### src/rtl/cbs_defines.svh
`ifndef CBS_DEFINES_SVH
`define CBS_DEFINES_SVH

// Bus address, seven bits
`define CBS_SMB_ADDR 7'h6D

// Clock rate and timing
`define CBS_CLK_MHZ 100
`define CBS_STAB_TYP_US 600
`define CBS_DRVPD_MAX_US 300
`define CBS_STAB_CYC (`CBS_STAB_TYP_US * `CBS_CLK_MHZ)
`define CBS_DRVPD_CYC (`CBS_DRVPD_MAX_US * `CBS_CLK_MHZ)
`define CBS_OE_LAT_EDGES 2'h2
`define CBS_REF_TIMEOUT 8'h40

// Configuration bytes, byte 7 in the top lane
`define CBS_CFG_DEFAULTS 64'h0800_00FF_C7FF_06FF
`define CBS_CFG_WMASK 64'h0000_0000_3928_3B28

// Byte indices and field positions
`define CBS_IDX_OE 3'h0
`define CBS_IDX_PLL 3'h1
`define CBS_IDX_FSEL 3'h3
`define CBS_OE0_BIT 3
`define CBS_OE1_BIT 5
`define CBS_SWEN_BIT 5
`define CBS_MODE_LSB 3
`define CBS_FREQ_100 2'h0

`endif

### src/rtl/cbs_pkg.sv
`default_nettype none
package cbs_pkg;
  typedef enum logic [5:0] {
    SMB_IDLE = 6'h01,
    SMB_ADDR = 6'h02,
    SMB_INDEX = 6'h04,
    SMB_COUNT = 6'h08,
    SMB_DATA = 6'h10,
    SMB_SKIP = 6'h20
  } cbs_smb_t;

  typedef enum logic [3:0] {
    PWR_OFF = 4'h1,
    PWR_STAB = 4'h2,
    PWR_RUN = 4'h4,
    PWR_DOWN = 4'h8
  } cbs_pwr_t;
endpackage
`default_nettype wire
### src/rtl/cbs_cfg_if.sv
`default_nettype none
interface cbs_cfg_if;
  logic we;
  logic [2:0] waddr;
  logic [7:0] wdata;
  logic [7:0] ctrl_oe;
  logic [7:0] ctrl_pll;
  logic [7:0] ctrl_fsel;

  modport mem (
    input we, waddr, wdata,
    output ctrl_oe, ctrl_pll, ctrl_fsel
  );
  modport ctl (
    output we, waddr, wdata,
    input ctrl_oe, ctrl_pll, ctrl_fsel
  );
endinterface
`default_nettype wire

### src/rtl/cbs_cfg_mem.sv
`include "cbs_defines.svh"
`default_nettype none
module cbs_cfg_mem (
  input wire logic clk,
  input wire logic rst,
  cbs_cfg_if.mem cfg
);
  logic [7:0] mem_q [8];

  function automatic logic [7:0] lane(input logic [63:0] v,
                                      input logic [2:0] i);
    lane = v[{i, 3'h0} +: 8];
  endfunction

  // Only writable fields change; identity bytes keep their reset values
  always_ff @(posedge clk) begin
    if (rst) begin
      for (int i = 0; i < 8; i++) begin
        mem_q[i] <= lane(`CBS_CFG_DEFAULTS, 3'(i));
      end
    end else if (cfg.we) begin
      mem_q[cfg.waddr] <= (mem_q[cfg.waddr]
        & ~lane(`CBS_CFG_WMASK, cfg.waddr))
        | (cfg.wdata & lane(`CBS_CFG_WMASK, cfg.waddr));
    end
  end

  assign cfg.ctrl_oe = mem_q[`CBS_IDX_OE];
  assign cfg.ctrl_pll = mem_q[`CBS_IDX_PLL];
  assign cfg.ctrl_fsel = mem_q[`CBS_IDX_FSEL];
endmodule
`default_nettype wire

### src/rtl/cbs_clock_buffer_ctrl.sv
`include "cbs_defines.svh"
`default_nettype none
// Contract
// - Pair starts or stops one to three output periods after its pin.
// - Enabled outputs drive within 300 us after power-down exit.
// - First output clock within 1 ms of start or power-down exit.
// - Serial interface answers only while the reference clock runs.
// - Frequency mode resets to 100 MHz; other modes only by writes.
// - Start plus own address with write bit is acknowledged.
// - Index byte is acknowledged and loaded as write pointer.
// - Byte count is acknowledged.
// - Count data bytes stored at consecutive indices, each acknowledged.
// - Device answers to address 1101101 plus direction bit; the code acknowledges only the write bit.
// - Active-low pair enable pins: low enables, high disables.
// - Cleared software enable bit forces that pair low, over the pin.
// - First power-good high latches straps; low powers down; high exits.
module cbs_clock_buffer_ctrl #(
  parameter int STAB_CYC = `CBS_STAB_CYC,
  parameter int DRVPD_CYC = `CBS_DRVPD_CYC
) (
  // Clock and reset
  input wire logic CLK,
  input wire logic RESET,
  // Serial management pins
  input wire logic SMB_CLK,
  input wire logic SMB_DATA_IN,
  output logic SMB_DATA_OUT,
  output logic SMB_DATA_OE,
  // Reference clock and control pins
  input wire logic REF_CLK,
  input wire logic [1:0] PAIR_ENABLE_N,
  input wire logic POWER_GOOD_POWERDOWN_N,
  input wire logic [1:0] BW_MODE_STRAP,
  // Clock outputs and modes
  output logic [1:0] DIFF_CLOCK_OUT_P,
  output logic [1:0] DIFF_CLOCK_OUT_N,
  output logic [1:0] FREQ_MODE,
  output logic [1:0] BW_MODE
);
  cbs_cfg_if cfg ();
  cbs_cfg_mem u_mem (
    .clk(CLK),
    .rst(RESET),
    .cfg(cfg.mem)
  );

  // Three-stage input capture; stage one feeds stage two only
  localparam int NS = 8;
  logic [NS-1:0] s1_q, s2_q, s3_q, f_q, p_q;
  logic [NS-1:0] raw;
  assign raw = {BW_MODE_STRAP, POWER_GOOD_POWERDOWN_N, PAIR_ENABLE_N,
                REF_CLK, SMB_DATA_IN, SMB_CLK};
  always_ff @(posedge CLK) begin
    if (RESET) begin
      s1_q <= 8'h03;
      s2_q <= 8'h03;
      s3_q <= 8'h03;
      f_q <= 8'h03;
      p_q <= 8'h03;
    end else begin
      s1_q <= raw;
      s2_q <= s1_q;
      s3_q <= s2_q;
      f_q <= (s2_q & ~(s2_q ^ s3_q)) | (f_q & (s2_q ^ s3_q));
      p_q <= f_q;
    end
  end
  logic scl, sda, ref_lvl, pwrgd;
  logic [1:0] oe_n, strap;
  assign scl = f_q[0];
  assign sda = f_q[1];
  assign ref_lvl = f_q[2];
  assign oe_n = f_q[4:3];
  assign pwrgd = f_q[5];
  assign strap = f_q[7:6];
  logic scl_rise, scl_fall, start_c, stop_c, ref_rise;
  assign scl_rise = scl & ~p_q[0];
  assign scl_fall = ~scl & p_q[0];
  assign start_c = scl & p_q[0] & p_q[1] & ~sda;
  assign stop_c = scl & p_q[0] & ~p_q[1] & sda;
  assign ref_rise = ref_lvl & ~p_q[2];

  // Reference activity watchdog
  logic [7:0] ref_idle_q;
  logic ref_run_q;
  always_ff @(posedge CLK) begin
    if (RESET) begin
      ref_idle_q <= 8'h00;
      ref_run_q <= 1'b0;
    end else begin
      if (ref_rise) ref_idle_q <= 8'h00;
      else if (ref_idle_q != `CBS_REF_TIMEOUT) ref_idle_q <= ref_idle_q + 8'h01;
      ref_run_q <= ref_idle_q != `CBS_REF_TIMEOUT;
    end
  end

  // Serial slave
  cbs_pkg::cbs_smb_t smb_q;
  logic [7:0] shift_q, ptr_q, left_q;
  logic [3:0] bit_q;
  logic ack_q, we_q;
  logic [2:0] waddr_q;
  logic [7:0] wdata_q;
  logic byte_done;
  assign byte_done = scl_fall && !ack_q && bit_q == 4'h8;
  always_ff @(posedge CLK) begin
    if (RESET) begin
      smb_q <= cbs_pkg::SMB_IDLE;
      shift_q <= 8'h00;
      ptr_q <= 8'h00;
      left_q <= 8'h00;
      bit_q <= 4'h0;
      ack_q <= 1'b0;
      we_q <= 1'b0;
      waddr_q <= 3'h0;
      wdata_q <= 8'h00;
      SMB_DATA_OUT <= 1'b0;
    end else begin
      we_q <= 1'b0;
      SMB_DATA_OUT <= 1'b0;
      if (!ref_run_q || stop_c) begin
        smb_q <= cbs_pkg::SMB_IDLE;
        ack_q <= 1'b0;
      end else if (start_c) begin
        smb_q <= cbs_pkg::SMB_ADDR;
        bit_q <= 4'h0;
        ack_q <= 1'b0;
      end else if (scl_rise && !ack_q && bit_q != 4'h8) begin
        shift_q <= {shift_q[6:0], sda};
        bit_q <= bit_q + 4'h1;
      end else if (scl_fall && ack_q) begin
        ack_q <= 1'b0;
        bit_q <= 4'h0;
      end else if (byte_done) begin
        bit_q <= 4'h0;
        unique case (smb_q)
          cbs_pkg::SMB_ADDR: begin
            if (shift_q == {`CBS_SMB_ADDR, 1'b0}) begin
              ack_q <= 1'b1;
              smb_q <= cbs_pkg::SMB_INDEX;
            end else begin
              smb_q <= cbs_pkg::SMB_SKIP;
            end
          end
          cbs_pkg::SMB_INDEX: begin
            ptr_q <= shift_q;
            ack_q <= 1'b1;
            smb_q <= cbs_pkg::SMB_COUNT;
          end
          cbs_pkg::SMB_COUNT: begin
            left_q <= shift_q;
            ack_q <= 1'b1;
            smb_q <= cbs_pkg::SMB_DATA;
          end
          cbs_pkg::SMB_DATA: begin
            if (left_q != 8'h00) begin
              we_q <= ptr_q[7:3] == 5'h00;
              waddr_q <= ptr_q[2:0];
              wdata_q <= shift_q;
              ptr_q <= ptr_q + 8'h01;
              left_q <= left_q - 8'h01;
              ack_q <= 1'b1;
            end else begin
              smb_q <= cbs_pkg::SMB_SKIP;
            end
          end
          cbs_pkg::SMB_IDLE, cbs_pkg::SMB_SKIP: ;
        endcase
      end
    end
  end
  assign cfg.we = we_q;
  assign cfg.waddr = waddr_q;
  assign cfg.wdata = wdata_q;
  assign SMB_DATA_OE = ack_q;

  // Power sequencing; one counter serves both start-up waits
  cbs_pkg::cbs_pwr_t pwr_q;
  logic [16:0] stab_q;
  logic [1:0] strap_q;
  always_ff @(posedge CLK) begin
    if (RESET) begin
      pwr_q <= cbs_pkg::PWR_OFF;
      stab_q <= 17'h0_0000;
      strap_q <= 2'h0;
    end else begin
      unique case (pwr_q)
        cbs_pkg::PWR_OFF: if (pwrgd) begin
          strap_q <= strap;
          stab_q <= 17'(STAB_CYC - 1);
          pwr_q <= cbs_pkg::PWR_STAB;
        end
        cbs_pkg::PWR_STAB: begin
          if (!pwrgd) pwr_q <= cbs_pkg::PWR_DOWN;
          else if (stab_q == 17'h0_0000) pwr_q <= cbs_pkg::PWR_RUN;
          else stab_q <= stab_q - 17'h0_0001;
        end
        cbs_pkg::PWR_RUN: if (!pwrgd) pwr_q <= cbs_pkg::PWR_DOWN;
        cbs_pkg::PWR_DOWN: if (pwrgd) begin
          stab_q <= 17'(DRVPD_CYC - 1);
          pwr_q <= cbs_pkg::PWR_STAB;
        end
      endcase
    end
  end

  // Pair gating, counted in reference rising edges
  logic [1:0] sw_oe, want, gate_q;
  logic [1:0] lat_q [2];
  assign sw_oe = {cfg.ctrl_oe[`CBS_OE1_BIT], cfg.ctrl_oe[`CBS_OE0_BIT]};
  assign want = ~oe_n;
  always_ff @(posedge CLK) begin
    if (RESET) begin
      gate_q <= 2'h0;
      lat_q[0] <= 2'h0;
      lat_q[1] <= 2'h0;
    end else begin
      for (int i = 0; i < 2; i++) begin
        if (want[i] == gate_q[i]) begin
          lat_q[i] <= 2'h0;
        end else if (ref_rise) begin
          if (lat_q[i] == `CBS_OE_LAT_EDGES - 2'h1) begin
            gate_q[i] <= want[i];
            lat_q[i] <= 2'h0;
          end else begin
            lat_q[i] <= lat_q[i] + 2'h1;
          end
        end
      end
    end
  end

  // Outputs; a fast reference may alias at this sampling rate
  logic [1:0] drive;
  logic sw_freq, sw_bw;
  assign drive = gate_q & sw_oe & {2{pwr_q == cbs_pkg::PWR_RUN}};
  assign sw_freq = cfg.ctrl_fsel[`CBS_SWEN_BIT];
  assign sw_bw = cfg.ctrl_pll[`CBS_SWEN_BIT];
  always_ff @(posedge CLK) begin
    if (RESET) begin
      DIFF_CLOCK_OUT_P <= 2'h0;
      DIFF_CLOCK_OUT_N <= 2'h0;
      FREQ_MODE <= `CBS_FREQ_100;
      BW_MODE <= 2'h0;
    end else begin
      DIFF_CLOCK_OUT_P <= drive & {2{ref_lvl}};
      DIFF_CLOCK_OUT_N <= drive & {2{~ref_lvl}};
      FREQ_MODE <= sw_freq ?
        cfg.ctrl_fsel[`CBS_MODE_LSB +: 2] : `CBS_FREQ_100;
      BW_MODE <= sw_bw ? cfg.ctrl_pll[`CBS_MODE_LSB +: 2] : strap_q;
    end
  end
endmodule
`default_nettype wire

### config.mk
export PLATFORM = sky130hd
export DESIGN_NAME = cbs_clock_buffer_ctrl
export DESIGN_NICKNAME = d
export VERILOG_FILES = /design/src/rtl/cbs_pkg.sv /design/src/rtl/cbs_cfg_if.sv /design/src/rtl/cbs_cfg_mem.sv /design/src/rtl/cbs_clock_buffer_ctrl.sv
export VERILOG_INCLUDE_DIRS = /design/src /design/src/rtl
export SDC_FILE = /design/constraint.sdc
export NUM_CORES = 1
export LEC_CHECK = 0
export ABC_CLOCK_PERIOD_IN_PS = 5000
export BUFFER_PORTS_ARGS = -buffer_cell sky130_fd_sc_hd__buf_2
export CAP_MARGIN = 0
export CORE_ASPECT_RATIO = 1.75
export CORE_UTILIZATION = 65
export CTS_BUF_LIST = sky130_fd_sc_hd__clkbuf_8
export DETAILED_ROUTE_END_ITERATION = 7
export MAX_ROUTING_LAYER = met4
export PLACE_DENSITY_LB_ADDON = 0.3
export SLEW_MARGIN = 20
export SYNTH_ARGS = -nofsm -noshare
export SYNTH_HDL_FRONTEND = slang
export SYNTH_HIERARCHICAL = 1
export SYNTH_SLANG_ARGS = --single-unit
### constraint.sdc
create_clock -name CLK -period 5 [get_ports CLK]
set_clock_uncertainty 0.1 [all_clocks]
set_input_delay 0.75 -clock CLK [delete_from_list [all_inputs] [get_ports CLK]]
set_output_delay 0.75 -clock CLK [all_outputs]
set_load 0.05 [all_outputs]
==> metrics <==
TritonRoute pass-1 iters 5; Vias per Instance around 6.1; Max transition margin 0.432; Tot Pwr approximately 2.2 mW; share of total power in combinational logic 0.036; fmax around 0.4 GHz; antenna violations before repair 0; post_cts resized 0; Crit path required time roughly 5.2 ns; Total Nets Final about 690; CTS buffer count 17; switch share 0.212; status complete, no violations; leakage dissipation 2.42 nW; hold-fix buffers at CTS 0; Cells after Synth just under 700; Net Sw Power roughly 0.46 mW; RSZ-0062 raised after global routing no; ANT cells 0; gr ovfl total 0; Worst Max-Slew Pin Slew 0.840 ns; first-pass GRT wire length between 20 and 25 mm; total number of H-tree levels 4; initial core utilization 0.672; Pwr Density between 300 and 400 nW/um^2; post-DP HPWL between 8 and 9 mm; clock buffer depth 2; Seq pwr share 0.505; Synth warnings 6; setup TNS 0 ns; dpl ws between 2 and 2.5 ns; initial DRC count 280; Int Power ~1.7 mW; TritonCTS clock tree built; routed len/inst between 15 and 20 um; clock slew at reported path FFs about 0.070 ns; hold_sp s1_q[0]; die height roughly 130 um; final worst path period share 0.509; largest net degree at the start of global routing 62; Clock power frac 0.459; Syn Area/Cell ~9 sq um; worst flop-to-flop path startpoint smb_q[4]; WL final roughly 13 mm; Final setup viols 0; clock root cell clkbuf_8; TritonCTS Sinks 131; gpl congestion roughly 0.94; layout cells sized above 1 0.127; crit path time final 2.54 ns; Port Buffers 18; element type at the critical path end flip-flop; Max Slew Vio Count 0; Rows 46; # Post-CTS Setup Buffers 0; IO Pins 20; max-cap violation count 0; via count between 4000 and 5000; DRC 0; Max VDD drop 319 uV; Clk Latency, worst-skew pair 0.43 ns; Core ar. 9090 sq um; WS Path Type reg -> reg; WP data arrival approximately 2.7 ns; worst setup margin approximately 2.5 ns; worst-path fanout max 20; DIE AREA between 9000 and 10000 sq um; Area growth syn-to-layout 7.36%; number of global-route vias before repair roughly 4700; syn_nets 693; Netlist Area Pre-Place ~6000 sq um; worst hold margin approximately 0.31 ns; post-route ant nets 0; CP Launch Point smb_q[4]; crit path launch type flip-flop; die width approximately 75 um; Hold Vio Cnt, Final 0; overall routing resource usage 0.286; HP Class reg -> reg
==> registers in the layout, summed over array words and instances (netlist names), 3 cells and up, named ones only <==
| register | count |
|---|---|
| s3_q | 8 |
| lat_q | 4 |
| cfg.wdata | 3 |
| p_q | 3 |
| cfg.waddr | 3 |
| ptr_q | 8 |
| left_q | 8 |
| stab_q | 17 |
| smb_q | 6 |
| s1_q | 8 |
| ref_idle_q | 8 |
| shift_q | 8 |
| pwr_q | 4 |
| s2_q | 8 |
| bit_q | 4 |
| u_mem/mem_q | 8 |
==> critical path: stages (launching register included) <==
cell and delay (ns):
dfxtp_1 0.48, nor3b_2 0.30, and2_1 0.64, a21oi_2 0.29, o311ai_1 0.44, o31ai_1 0.15
==> placed cells by master, fill, tap and decap left out, types with 7 or more instances in the layout <==
master,n
o21ai_0,24
or2_2,13
and3_1,13
nand3_1,21
nand2b_1,11
nor4_1,16
nor3_1,14
nor3b_1,7
nor2_1,66
buf_2,17
xor2_1,9
nand2_1,41
o21ai_1,10
mux2i_1,17
and2_1,8
ha_1,10
a211o_1,7
nor2b_1,23
o31ai_1,11
inv_1,27
dfxtp_1,119
clkbuf_8,18
edfxtp_1,12
a21oi_1,51
==> through the flow <==
stage,instance area (sq um),std cells,util
after CTS,6560,798,0.721
after global routing,6560,798,0.721
after global placement,6110,766,0.672
after detailed placement,6110,766,0.672
final,6560,798,0.721
after floorplan,6110,673,-
==> final cells by class <==
cell class | count | area [sq um]
Clock buffer | 18 | 248
Tap cell | 120 | 150
Clock inverter | 14 | 195
Multi-Input combinational cell | 472 | 3030
Fill cell | 733 | 2540
Sequential cell | 131 | 2740
Inverter | 24 | 90.1
Timing Repair Buffer | 19 | 100
==> path summary, 6_finish.rpt <==
path                            depth (start not counted)  slack [ns]  endpoint
worst min-delay path                                    1        0.31   s2_q[0]
worst min register to register                          1        0.31   s2_q[0]
worst max-delay path                                    5        2.46  ptr_q[2]
worst max register to register                          5        2.46  ptr_q[2]
==> per-layer routing <==
metal | vias up | wire length, um | global-route usage | share of wire
li1 | 2380 | - | - | -
met1 | 2318 | 4810 | 0.287 | 0.38
met2 | 163 | 6760 | 0.497 | 0.54
met3 | 38 | 510 | 0.0602 | 0.041
met4 | 0 | 449 | 0.169 | 0.036
met5 | - | 0 | - | 0
==> power by group through the flow <==
stage / combinational (mW) / sequential (mW) / clock [mW]
after global placement: 0.0743 / 1.11 / 0
final: 0.0769 / 1.09 / 0.990
after floorplan: 0.0578 / 1.11 / 0
after CTS: 0.0772 / 1.09 / 1.01
after detailed placement: 0.0773 / 1.11 / 0
after global routing: 0.0848 / 1.09 / 1.05
Note: power is estimated with default switching activity, not from simulation.
